**src/design/acc_pkg.sv**
```systemverilog
// constants, types and register map of the analog comparator control block
package acc_pkg;

  localparam int NCMP = 3;

  // byte addresses of the register map
  localparam logic [15:0] OFS_CTL [NCMP] = '{16'hA000, 16'hA010, 16'hA020};
  localparam logic [15:0] OFS_STAT       = 16'hA060;
  localparam logic [15:0] OFS_IRQ_STAT   = 16'hA070;
  localparam logic [15:0] OFS_IRQ_MASK   = 16'hA080;

  // bit positions, control register
  localparam int BIT_ON       = 15;
  localparam int BIT_PIN      = 14;
  localparam int BIT_INV      = 13;
  localparam int BIT_LVL      = 8;
  localparam int BIT_EDGE_HI  = 7;
  localparam int BIT_EDGE_LO  = 6;
  localparam int BIT_PLUS     = 4;
  localparam int BIT_MINUS_HI = 1;
  localparam int BIT_MINUS_LO = 0;

  // bit positions, shared status register
  localparam int BIT_IDLE     = 13;

  // reset values and writable masks
  localparam logic [31:0] CTL_RESET  = 32'h0000_E1C3;
  localparam logic [31:0] STAT_RESET = 32'h0000_0000;
  localparam logic [31:0] CTL_WMASK  = 32'h0000_E0D3;
  localparam logic [31:0] STAT_WMASK = 32'h0000_2000;
  localparam logic [31:0] IRQ_WMASK  = 32'h0000_0007;
  localparam logic [2:0]  IRQ_RESET  = 3'h0;
  // bits that may ever read as one
  localparam logic [31:0] RD_MASK    = 32'h0000_E1D7;

  // companion address kind, taken from address bits 3:2
  typedef enum logic [1:0] {
    ACC_WR_PLAIN = 2'h0,
    ACC_WR_CLR   = 2'h1,
    ACC_WR_SET   = 2'h2,
    ACC_WR_INV   = 2'h3
  } acc_alias_t;

  typedef enum logic [1:0] {
    ACC_EDGE_OFF  = 2'h0,
    ACC_EDGE_RISE = 2'h1,
    ACC_EDGE_FALL = 2'h2,
    ACC_EDGE_BOTH = 2'h3
  } acc_edge_t;

  typedef enum logic [1:0] {
    ACC_MINUS_PIN_B   = 2'h0,
    ACC_MINUS_PIN_C   = 2'h1,
    ACC_MINUS_PIN_D   = 2'h2,
    ACC_MINUS_ABS_REF = 2'h3
  } acc_minus_sel_t;

  // control toward one analog comparator core
  typedef struct packed {
    logic           enable;
    logic           plus_ladder;
    acc_minus_sel_t minus_sel;
  } acc_core_ctl_t;

  typedef struct packed {
    logic [15:0] addr;
    logic [31:0] wdata;
    logic        wr;
    logic        rd;
  } acc_bus_req_t;

  typedef struct packed {
    logic [NCMP-1:0] ctl;
    logic            stat;
    logic            istat;
    logic            imask;
    acc_alias_t      kind;
  } acc_dec_t;

endpackage

```
**src/design/acc_sync.sv**
```systemverilog
// two-flop synchroniser for the asynchronous comparator results
`timescale 1ns/1ps
module acc_sync (
  input  wire logic                     mclk,
  input  wire logic                     rst_n,
  input  wire logic [acc_pkg::NCMP-1:0] async_in,
  output logic      [acc_pkg::NCMP-1:0] sync_out
);

  logic [acc_pkg::NCMP-1:0] meta_reg;

  // first stage feeds only the second stage
  always_ff @(posedge mclk or negedge rst_n) begin
    if (!rst_n) begin
      meta_reg <= '0;
      sync_out <= '0;
    end else begin
      meta_reg <= async_in;
      sync_out <= meta_reg;
    end
  end

endmodule

```
**src/design/acc_top.sv**
```systemverilog
// analog comparator control: registers, input routing, polarity and edge events
//
// Function
// RULE_01: enable bit 15 off disables comparator
// RULE_02: bit 14 drives result onto pin
// RULE_03: bit 13 inverts the presented result
// RULE_04: inversion also feeds the edge detector
// RULE_05: bit 8 reads live result level
// RULE_06: bits 7:6 pick interrupt edge
// RULE_07: bit 4 picks ladder or pin A
// RULE_08: bits 1:0 pick minus input source
// RULE_09: idle stop disables all in idle
// RULE_10: status bits 2:0 show three results
// RULE_11: clear, set, invert companions at +4/+8/+C
// RULE_12: reset loads E1C3 and zero status
// RULE_13: unimplemented bits read zero, ignore writes
// RULE_14: software avoids access right after disable
// RULE_15: synchronise results, one-cycle event pulses
`timescale 1ns/1ps
module acc_top (
  input  wire logic                          mclk,
  input  wire logic                          rst_n,
  input  wire acc_pkg::acc_bus_req_t         bus_req,
  output logic      [31:0]                   bus_rdata,
  input  wire logic                          idle_mode,
  input  wire logic [acc_pkg::NCMP-1:0]      raw_result,
  output acc_pkg::acc_core_ctl_t [acc_pkg::NCMP-1:0] core_ctl,
  output logic      [acc_pkg::NCMP-1:0]      result_output_pin,
  output logic      [acc_pkg::NCMP-1:0]      result_output_pin_oe,
  output logic      [acc_pkg::NCMP-1:0]      irq_event,
  output logic                               irq
);

  localparam int N = acc_pkg::NCMP;

  logic [31:0]        ctl_reg [N];
  logic               idle_stop_reg;
  logic [N-1:0]       level_reg;
  logic [N-1:0]       level_next;
  logic [N-1:0]       event_next;
  logic [N-1:0]       irq_stat_reg;
  logic [N-1:0]       irq_mask_reg;
  logic [N-1:0]       irq_clr;
  logic [N-1:0]       active;
  logic [N-1:0]       sync_q;
  logic [31:0]        rdata_next;
  logic [31:0]        stat_image;
  logic [31:0]        stat_wr;
  logic [2:0]         settle_reg;
  acc_pkg::acc_dec_t  dec;

  // address decode, shared by the write and read paths
  function automatic acc_pkg::acc_dec_t decode(input logic [15:0] a);
    acc_pkg::acc_dec_t d;
    logic [15:0]       base;
    base = {a[15:4], 4'h0};
    d = '0;
    d.kind = acc_pkg::acc_alias_t'(a[3:2]);
    for (int i = 0; i < N; i++) begin
      d.ctl[i] = (base == acc_pkg::OFS_CTL[i]);
    end
    d.stat  = (base == acc_pkg::OFS_STAT);
    // own registers have no companions
    d.istat = (a == acc_pkg::OFS_IRQ_STAT);
    d.imask = (a == acc_pkg::OFS_IRQ_MASK);
    // misaligned byte addresses hit nothing
    if (a[1:0] != 2'h0) begin
      d = '0;
    end
    return d;
  endfunction

  // plain, clear, set or toggle write limited to writable bits
  function automatic logic [31:0] apply_wr(
    input logic [31:0]         old,
    input logic [31:0]         d,
    input acc_pkg::acc_alias_t k,
    input logic [31:0]         m
  );
    logic [31:0] n;
    unique case (k)
      acc_pkg::ACC_WR_PLAIN: n = d;
      acc_pkg::ACC_WR_CLR:   n = old & ~d;
      acc_pkg::ACC_WR_SET:   n = old | d;
      acc_pkg::ACC_WR_INV:   n = old ^ d;
    endcase
    return (old & ~m) | (n & m);
  endfunction

  assign dec = decode(bus_req.addr);

  acc_sync u_sync (
    .mclk     (mclk),
    .rst_n    (rst_n),
    .async_in (raw_result),
    .sync_out (sync_q)
  );

  // control registers
  always_ff @(posedge mclk or negedge rst_n) begin
    if (!rst_n) begin
      for (int i = 0; i < N; i++) begin
        ctl_reg[i] <= acc_pkg::CTL_RESET; // [RULE_12]
      end
    end else if (bus_req.wr) begin
      for (int i = 0; i < N; i++) begin
        if (dec.ctl[i]) begin
          // only the writable bits change; mask protects the rest [RULE_01] [RULE_11] [RULE_13]
          ctl_reg[i] <= apply_wr(ctl_reg[i], bus_req.wdata, dec.kind,
                                 acc_pkg::CTL_WMASK);
        end
      end
    end
  end

  // shared status register image, only idle stop is stored
  always_comb begin
    stat_image = '0;
    stat_image[acc_pkg::BIT_IDLE] = idle_stop_reg;
  end

  assign stat_wr = apply_wr(stat_image, bus_req.wdata, dec.kind, acc_pkg::STAT_WMASK);

  always_ff @(posedge mclk or negedge rst_n) begin
    if (!rst_n) begin
      idle_stop_reg <= acc_pkg::STAT_RESET[acc_pkg::BIT_IDLE]; // [RULE_12]
    end else if (bus_req.wr && dec.stat) begin
      idle_stop_reg <= stat_wr[acc_pkg::BIT_IDLE]; // [RULE_11]
    end
  end

  // comparator enable and input routing
  always_comb begin
    for (int i = 0; i < N; i++) begin
      // idle stop overrides every enable while the device idles
      active[i] = ctl_reg[i][acc_pkg::BIT_ON]
                  & ~(idle_stop_reg & idle_mode); // [RULE_01] [RULE_09]
      core_ctl[i].enable      = active[i];
      core_ctl[i].plus_ladder = ctl_reg[i][acc_pkg::BIT_PLUS]; // [RULE_07]
      core_ctl[i].minus_sel   = acc_pkg::acc_minus_sel_t'(
        ctl_reg[i][acc_pkg::BIT_MINUS_HI:acc_pkg::BIT_MINUS_LO]); // [RULE_08]
    end
  end

  // presented level: polarity applied after synchronising
  always_comb begin
    for (int i = 0; i < N; i++) begin
      // a disabled core has no valid result, so hold it low
      level_next[i] = active[i]
                      & (sync_q[i] ^ ctl_reg[i][acc_pkg::BIT_INV]); // [RULE_03] [RULE_15]
    end
  end

  always_ff @(posedge mclk or negedge rst_n) begin
    if (!rst_n) begin
      level_reg <= '0;
    end else begin
      level_reg <= level_next;
    end
  end

  // edge qualification on the already inverted level
  always_comb begin
    for (int i = 0; i < N; i++) begin
      unique case (acc_pkg::acc_edge_t'(
                     ctl_reg[i][acc_pkg::BIT_EDGE_HI:acc_pkg::BIT_EDGE_LO]))
        acc_pkg::ACC_EDGE_OFF:  event_next[i] = 1'b0;
        acc_pkg::ACC_EDGE_RISE: event_next[i] = level_next[i] & ~level_reg[i];
        acc_pkg::ACC_EDGE_FALL: event_next[i] = ~level_next[i] & level_reg[i];
        acc_pkg::ACC_EDGE_BOTH: event_next[i] = level_next[i] ^ level_reg[i];
      endcase // [RULE_04] [RULE_06]
    end
  end

  // events held off until synchroniser and level register carry real data;
  // limitation: a true edge in the first three cycles after reset is lost
  always_ff @(posedge mclk or negedge rst_n) begin
    if (!rst_n) begin
      settle_reg <= '0;
    end else begin
      settle_reg <= {settle_reg[1:0], 1'b1};
    end
  end

  // one pulse per qualifying edge toward the interrupt controller
  always_ff @(posedge mclk or negedge rst_n) begin
    if (!rst_n) begin
      irq_event <= '0;
    end else begin
      irq_event <= event_next & {N{settle_reg[2]}}; // [RULE_15]
    end
  end

  // sticky status, write one to clear; a new event beats the clear
  assign irq_clr = (bus_req.wr && dec.istat) ? bus_req.wdata[N-1:0] : '0;

  always_ff @(posedge mclk or negedge rst_n) begin
    if (!rst_n) begin
      irq_stat_reg <= acc_pkg::IRQ_RESET;
    end else begin
      irq_stat_reg <= (irq_stat_reg & ~irq_clr) | irq_event;
    end
  end

  always_ff @(posedge mclk or negedge rst_n) begin
    if (!rst_n) begin
      irq_mask_reg <= acc_pkg::IRQ_RESET;
    end else if (bus_req.wr && dec.imask) begin
      irq_mask_reg <= bus_req.wdata[N-1:0];
    end
  end

  assign irq = |(irq_stat_reg & irq_mask_reg);

  // output pins
  always_comb begin
    for (int i = 0; i < N; i++) begin
      result_output_pin_oe[i] = ctl_reg[i][acc_pkg::BIT_PIN]; // [RULE_02]
    end
  end

  assign result_output_pin = level_reg;

  // read mux; companion addresses read as zero
  always_comb begin
    rdata_next = '0;
    if (dec.kind == acc_pkg::ACC_WR_PLAIN) begin
      for (int i = 0; i < N; i++) begin
        if (dec.ctl[i]) begin
          rdata_next = ctl_reg[i] & acc_pkg::CTL_WMASK; // [RULE_13]
          rdata_next[acc_pkg::BIT_LVL] = level_reg[i]; // [RULE_05]
        end
      end
      if (dec.stat) begin
        rdata_next[acc_pkg::BIT_IDLE] = idle_stop_reg;
        rdata_next[N-1:0] = level_reg; // [RULE_10]
      end
    end
    if (dec.istat) begin
      rdata_next[N-1:0] = irq_stat_reg;
    end
    if (dec.imask) begin
      rdata_next[N-1:0] = irq_mask_reg;
    end
  end

  // data valid only in the cycle after the read strobe
  always_ff @(posedge mclk or negedge rst_n) begin
    if (!rst_n) begin
      bus_rdata <= '0;
    end else if (bus_req.rd) begin
      bus_rdata <= rdata_next;
    end else begin
      bus_rdata <= '0;
    end
  end

  // checks per comparator
  for (genvar g = 0; g < N; g++) begin : g_chk

    a_disable_low : assert property (@(posedge mclk) disable iff (!rst_n)
      !ctl_reg[g][acc_pkg::BIT_ON] && !$past(ctl_reg[g][acc_pkg::BIT_ON])
      |=> !level_reg[g] && !irq_event[g])
      else $error("disabled comparator shows a level"); // [RULE_01]

    a_on_clear_keeps : assert property (@(posedge mclk) disable iff (!rst_n)
      bus_req.wr && dec.ctl[g] && dec.kind == acc_pkg::ACC_WR_CLR
      && bus_req.wdata == 32'h0000_8000
      |=> !ctl_reg[g][acc_pkg::BIT_ON]
          && ctl_reg[g][14:0] == $past(ctl_reg[g][14:0]))
      else $error("enable clear disturbed other bits"); // [RULE_01]

    a_pin_drive : assert property (@(posedge mclk) disable iff (!rst_n)
      bus_req.wr && dec.ctl[g] && dec.kind == acc_pkg::ACC_WR_PLAIN
      |=> result_output_pin_oe[g] == $past(bus_req.wdata[acc_pkg::BIT_PIN])
          && result_output_pin[g] == level_reg[g])
      else $error("pin drive does not follow its enable"); // [RULE_02]

    a_invert_path : assert property (@(posedge mclk) disable iff (!rst_n)
      active[g] |=> level_reg[g]
        == ($past(sync_q[g]) ^ $past(ctl_reg[g][acc_pkg::BIT_INV])))
      else $error("presented level has wrong polarity"); // [RULE_03]

    a_inverted_edge : assert property (@(posedge mclk) disable iff (!rst_n)
      active[g] && $past(active[g]) && $stable(ctl_reg[g])
      && ctl_reg[g][acc_pkg::BIT_INV]
      && ctl_reg[g][7:6] == acc_pkg::ACC_EDGE_RISE && $fell(sync_q[g])
      |=> irq_event[g])
      else $error("inverted falling edge gave no event"); // [RULE_04]

    a_level_read : assert property (@(posedge mclk) disable iff (!rst_n)
      bus_req.rd && dec.ctl[g] && dec.kind == acc_pkg::ACC_WR_PLAIN
      |=> bus_rdata[acc_pkg::BIT_LVL] == $past(level_reg[g]))
      else $error("level bit does not read the live result"); // [RULE_05]

    a_edge_off : assert property (@(posedge mclk) disable iff (!rst_n)
      ctl_reg[g][7:6] == acc_pkg::ACC_EDGE_OFF |=> !irq_event[g])
      else $error("event while edge select is off"); // [RULE_06]

    a_edge_fall : assert property (@(posedge mclk) disable iff (!rst_n)
      ctl_reg[g][7:6] == acc_pkg::ACC_EDGE_FALL && level_reg[g] && settle_reg[2]
      && !level_next[g] |=> irq_event[g] && !level_reg[g])
      else $error("falling edge missed"); // [RULE_06]

    a_minus_set : assert property (@(posedge mclk) disable iff (!rst_n)
      bus_req.wr && dec.ctl[g] && dec.kind == acc_pkg::ACC_WR_SET
      && bus_req.wdata == 32'h0000_0013
      |=> core_ctl[g].minus_sel == acc_pkg::ACC_MINUS_ABS_REF
          && core_ctl[g].plus_ladder)
      else $error("input selection not routed"); // [RULE_07] [RULE_08]

    a_alias_toggle : assert property (@(posedge mclk) disable iff (!rst_n)
      bus_req.wr && dec.ctl[g] && dec.kind == acc_pkg::ACC_WR_INV
      |=> ctl_reg[g] == ($past(ctl_reg[g])
          ^ ($past(bus_req.wdata) & acc_pkg::CTL_WMASK)))
      else $error("toggle companion wrote wrong value"); // [RULE_11]

    a_event_pulse : assert property (@(posedge mclk) disable iff (!rst_n)
      irq_event[g] |-> level_reg[g] != $past(level_reg[g])
        ##1 irq_stat_reg[g])
      else $error("event without a level change"); // [RULE_15]

  end

  a_idle_stop : assert property (@(posedge mclk) disable iff (!rst_n)
    idle_stop_reg && idle_mode |-> active == '0 ##1 level_reg == '0)
    else $error("comparator ran during idle stop"); // [RULE_09]

  a_status_levels : assert property (@(posedge mclk) disable iff (!rst_n)
    bus_req.rd && dec.stat && dec.kind == acc_pkg::ACC_WR_PLAIN
    |=> bus_rdata[N-1:0] == $past(level_reg)
        && bus_rdata[acc_pkg::BIT_IDLE] == $past(idle_stop_reg))
    else $error("status register misreports"); // [RULE_10]

  a_unimpl_zero : assert property (@(posedge mclk) disable iff (!rst_n)
    bus_req.rd |=> (bus_rdata & ~acc_pkg::RD_MASK) == 32'h0000_0000)
    else $error("unimplemented bit read as one"); // [RULE_13]

endmodule

```
**config.mk**
```make
export PLATFORM = sky130hd
export DESIGN_NAME = acc_top
export DESIGN_NICKNAME = d
export VERILOG_FILES = /design/src/design/acc_pkg.sv /design/src/design/acc_sync.sv /design/src/design/acc_top.sv
export SDC_FILE = /design/constraint.sdc
export NUM_CORES = 1
export LEC_CHECK = 0
export BUFFER_PORTS_ARGS = -buffer_cell sky130_fd_sc_hd__clkbuf_2
export CAP_MARGIN = 20
export CORE_UTILIZATION = 40
export DETAILED_ROUTE_END_ITERATION = 12
export GPL_TIMING_DRIVEN = 0
export SYNTH_ARGS = -nofsm -noshare
export SYNTH_HDL_FRONTEND = slang
export SYNTH_SLANG_ARGS = --single-unit
```
**constraint.sdc**
```tcl
create_clock -name mclk -period 1.73 [get_ports mclk]
set_clock_uncertainty 0.05 [all_clocks]
set_input_delay 0.519 -clock mclk [delete_from_list [all_inputs] [get_ports mclk]]
set_output_delay 0.519 -clock mclk [all_outputs]
set_load 0.02 [all_outputs]
```
==> out/metrics.cfg, run 1 <==
[run_status]
status=complete, but fails checks
violations=setup timing

[setup_path]
r2r_setup_slack_ps=30
reg2regPathDepth=9
critPathLaunchType=register
r2r_end=irq_event[2]
endpoint_kind=output port
critPathMaxFanout=2
r2r_start=ctl_reg[15]
arrival_ps=1280
cp_data_required_time_ps=1160
path_class=register to output port

[logic_synthesis]
yosysSeqAreaShare_pct=35.4
syn_area_um2=4030
netlist_instances=412
synth_edf_count=0
postSynth.asyncResetShare_pct=100
synthDistinctLibCells=36
synth_warnings=0
ys.flop_type=dfrtp_1
ys_ff_latch=56
synth.avg_cell_area_um2=9.79

[floorplanning]
dieArea_um2=10500
io_pins=110
core_area_um2=9770
initial_core_util_pct=41.3
fp.dieH_um=102
dieWidth_um=102
rows=36

[global_routing]
antenna_found_initial=0
met2_usage_pct=36.4
grt_util_met3_pct=3.42
grt_pass1_wl_um=17500
track_usage_pct=22.3
grt_use_met1_pct=29.3
overflow=0
grt_pass1_vias=3371
busiest_layer=met2
grt_start_max_net_pins=57

[cells_and_area]
syn_to_final_growth_pct=36.3
seq_area_um2=1430
largest_register_ffs=12
antenna_cells=0
layout_commonest_cell=buf_4
final_cell_area_um2=5500
final_cell_mix=71 x buf_4, 56 x clkbuf_2, 52 x ha_1
fin_util_pct=56.2
fillers=870
final_cells=681
nets=659
final_layout_size_suffix_gt1_share_pct=42.9
multi_input_area_um2=2410

[place]
place_ws_ps=-621
dp_hpwl_um=7830
portBuffers=64
dp.cells=630
placed_area_um2=4640
gp_congestion=0.880

[sta]
finalCritPeriodShare_pct=107
max_freq_ghz=0.541
setup_tns_ps=-403
relSlewSlack_pct=48.0
finalCriticalPeriod_ps=1850
worst_slew_pin_slew_ps=780
fin_ws_ps=-118
finalHoldViolations=0
drv_slew=0
setup_viol=4
timing.hold.ws_ps=244
rsz0062_at_grt=yes

[drt]
avgRoutedWirePerCell_um=17.5
drt-total-wl_um=11900
vias_per_cell=5.41
first_iter_violations=378
firstDrtPassIters=7
ant_nets=0
vias=3686
drc=0

[power_and_ir_drop]
finalPower_mw=2.53
ir_drop_uv=300
leakage_nw=2.70
power_density_nw_per_um2=460

[cts]
clockBufferDepth=2
worstSkewPairLatency_ps=320
cts_tree=yes
htree_levels=2
cts.sinks=56
cts_buffers=5
clkTransAtPathRegs_ps=100
root_buffer=clkbuf_8

[min_path]
hp-class=primary input to async pin

[run]
drv_cap=0

==> synth_stat cells, drive strengths merged (2+ instances only) <==
library cell	number	area share, %
nand3	4	0.50
o211ai	17	3.2
inv	40	3.7
clkbuf	8	0.74
o32ai	3	0.65
nor4b	2	0.74
a21o	3	0.56
nor2	27	2.5
a31oi	7	1.1
dfstp	21	14
and3	13	2.0
dfrtp	35	22
xor2	3	0.65
a221oi	8	1.7
nor4	2	1.1
nand2	29	2.7
o21a	17	3.2
o32a	2	0.50
o211a	9	2.2
a222oi	18	4.5
a32oi	2	0.43
o21ai	13	1.6
ha	56	17
buf	45	8.1
mux2	3	0.84
conb	2	0.19
a21oi	10	1.2
mux2i	3	0.74
nor2b	5	0.78
==> kinds of logic (layout without fill, tap and decap cells) <==
| kind of cell | after synthesis | after routing | share of synthesized area [%] |
|---|---|---|---|
| adder cells (fa/ha/maj) | 56 | 56 | 17.4 |
| multiplexers | 6 | 6 | 1.58 |
| XOR/XNOR | 3 | 3 | 0.652 |
| flip-flops | 56 | 56 | 35.4 |
| AO/OA/AOI/OAI | 110 | 110 | 21.1 |
| buffers and inverters | 93 | 208 | 12.5 |
| AND/OR/NAND/NOR | 86 | 86 | 11.2 |
| other | 2 | 23 | 0.186 |
==> where the power goes <==
part / total (mW) / switching [mW] / internal [mW] / leakage (nW)
logic: 0.419 / 0.256 / 0.163 / 1.97
clock network: 0.779 / 0.452 / 0.327 / 0.0445
registers: 1.33 / 0.00585 / 1.32 / 0.683
==> critical path, cell delays in order, from the launching register on <==
cell and delay, ps:
dfrtp_1 400, a222oi_1 340, inv_1 60, buf_2 160
==> per-layer routing <==
metal / routed length [um] / share of wire (%) / vias to the layer above
met4: 279 / 2.3 / 0
li1: - / - / 1701
met3: 967 / 8.1 / 24
met5: 0 / 0 / -
met2: 5770 / 48 / 209
met1: 4930 / 41 / 1752
==> what timing repair did <==
action                     CTS  global route
setup buffers               28            15
pin swaps                    6            22
resized for setup           42            59
hold buffers                 0             0
gates cloned                 1             2
setup endpoints to repair   52            43
==> final cells by class <==
| type | instances | area share, % |
|---|---|---|
| clock buffer | 7 | 1.57 |
| sequential | 56 | 26.0 |
| buffer | 50 | 7.13 |
| clock inverter | 1 | 0.137 |
| timing repair buffer | 110 | 15.4 |
| multi-input combinational | 284 | 43.9 |
| tap | 133 | 3.03 |
| inverter | 40 | 2.78 |
==> worst max path at each step <==
stage	startpoint	to	slack (ps)	cells after the start
detailed placement	bus_req[35]	result_output_pin_oe[2]	-620	6
global placement	bus_req[35]	ctl_reg[71]	-630	6
CTS	irq_stat_reg[2]	irq	-130	3
finish	irq_mask_reg[2]	irq	-120	3
floorplan	bus_req[44]	core_ctl[8]	-70	7
global route	irq_mask_reg[2]	irq	-190	3
No activity file was read; power rests on OpenSTA's default activity.
==> inputs of run 2 (changes only) <==
--- a/config.mk
+++ b/config.mk
@@ -5,11 +5,13 @@
 export SDC_FILE = /design/constraint.sdc
 export NUM_CORES = 1
 export LEC_CHECK = 0
+export ABC_CLOCK_PERIOD_IN_PS = 1730
 export BUFFER_PORTS_ARGS = -buffer_cell sky130_fd_sc_hd__clkbuf_2
 export CAP_MARGIN = 20
 export CORE_UTILIZATION = 40
 export DETAILED_ROUTE_END_ITERATION = 12
 export GPL_TIMING_DRIVEN = 0
+export RECOVER_POWER = 25
 export SYNTH_ARGS = -nofsm -noshare
 export SYNTH_HDL_FRONTEND = slang
 export SYNTH_SLANG_ARGS = --single-unit
==> run 2 against run 1 <==
  * The flow still finishes with violations (setup timing)
  * Clock power is essentially flat
  * Sequential power about the same
  * Power about the same
  * Die area unchanged
  * Sequential cell count is the same
  * Critical endpoint unchanged
  * Largest cell class unchanged
  * Largest power group unchanged
==> out/metrics.cfg, run 2 (same netlist as run 1, synthesis figures left out) <==
[run_status]
status=complete, but fails checks
violations=setup timing

[floorplanning]
fp.dieH_um=102
io_pins=110
dieArea_um2=10500
rows=36
dieWidth_um=102
initial_core_util_pct=41.3
core_area_um2=9770

[cells_and_area]
antenna_cells=0
syn_to_final_growth_pct=36.2
final_cell_mix=71 x buf_4, 57 x clkbuf_2, 52 x ha_1
largest_register_ffs=12
final_cell_area_um2=5490
layout_commonest_cell=buf_4
nets=659
final_layout_size_suffix_gt1_share_pct=42.9

[drt]
drt-total-wl_um=11900
drc=0
firstDrtPassIters=7
vias_per_cell=5.41
vias=3686
first_iter_violations=378
avgRoutedWirePerCell_um=17.5
ant_nets=0

[setup_path]
critPathLaunchType=register
endpoint_kind=output port
cp_data_required_time_ps=1160
critPathSlowestCell=dfrtp_1
arrival_ps=1280
critPathMaxFanout=2
cpPeakStageDelay_ps=400
crit_chain=a222oi_1, inv_1, buf_2
path_class=register to output port

[cts]
cts_tree=yes
root_buffer=clkbuf_8
worstSkewPairLatency_ps=320
cts.sinks=56
clockBufferDepth=2
cts_buffers=5
htree_levels=2
clkTransAtPathRegs_ps=100

[sta]
fin_ws_ps=-118
finalCritPeriodShare_pct=107
worst_slew_pin_slew_ps=1410
finalHoldViolations=0
max_freq_ghz=0.541
relSlewSlack_pct=5.90
rsz0062_at_grt=yes
setup_viol=4
drv_slew=0
finalCriticalPeriod_ps=1850

[place]
dp_hpwl_um=7830
place_ws_ps=-621
gp_congestion=0.880
portBuffers=64
placed_area_um2=4640

[global_routing]
track_usage_pct=22.3
antenna_found_initial=0
grt_pass1_vias=3371
grt_start_max_net_pins=57
grt_pass1_wl_um=17500
overflow=0

[power_and_ir_drop]
ir_drop_uv=300
leakage_nw=2.70
power_density_nw_per_um2=460

[min_path]
hp-class=primary input to register

[run]
drv_cap=0

## run 2: worst paths after layout
check	startpoint	slack [ps]	end	cells after the start
worst max-delay path	irq_mask_reg[2]	-120	irq	3
worst min-delay path	raw_result[2]	250	u_sync.meta_reg[2]	1
worst max register to register	ctl_reg[15]	30	irq_event[2]	9
worst min register to register	settle_reg[0]	310	settle_reg[1]	0
max in group asynchronous	rst_n	240	idle_stop_reg	1
min in group asynchronous	rst_n	470	irq_mask_reg[2]	1
## run 2: layout make-up
class                           instances  area (um2)
Fill cell                             871        4280
Multi-Input combinational cell        284        2410
Sequential cell                        56        1430
Timing Repair Buffer                  110         846
Buffer                                 50         392
Tap cell                              133         166
Inverter                               40         153
Clock buffer                            7        86.3
Clock inverter                          1        7.51
## run 2: power by group
part	switching (mW)	total (mW)	internal, mW
logic	0.256	0.419	0.163
clock network	0.452	0.779	0.327
registers	0.00585	1.33	1.32
total	0.713	2.53	1.81
## run 2: metal layers
layer | GRT usage (%) | vias up | part of all wire, %
met5 | 0 | - | 0
met4 | 9.45 | 0 | 2.3
met3 | 3.42 | 24 | 8.1
met2 | 36.4 | 209 | 48
met1 | 29.3 | 1752 | 41
li1 | - | 1701 | -
## run 2: critical path, delay by kind of cell, from the launching register on
family          cells  cell delay [ps]
flops               1              400
compound gates      1              340
buf+inv             2              220
## run 2: what timing repair did
action | in CTS | in global routing
gates cloned | 1 | 2
setup buffers | 28 | 15
pin swaps | 6 | 22
endpoints found under the setup margin | 52 | 43
hold buffers | 0 | 0
gates resized for setup | 42 | 59
## run 2: metrics by stage
step           hold WS, ps  util [%]  setup TNS [ps]  power (mW)  cells
2_1_floorplan          173         -            -628        1.57    433
3_3_place_gp           282      47.5          -25160        1.71    630
3_5_place_dp           286      47.5          -20730        1.72    630
4_1_cts                234      52.5            -420        2.52    665
5_1_grt                227      56.2           -1100        2.64    681
6_report               248      56.2            -403        2.53    681
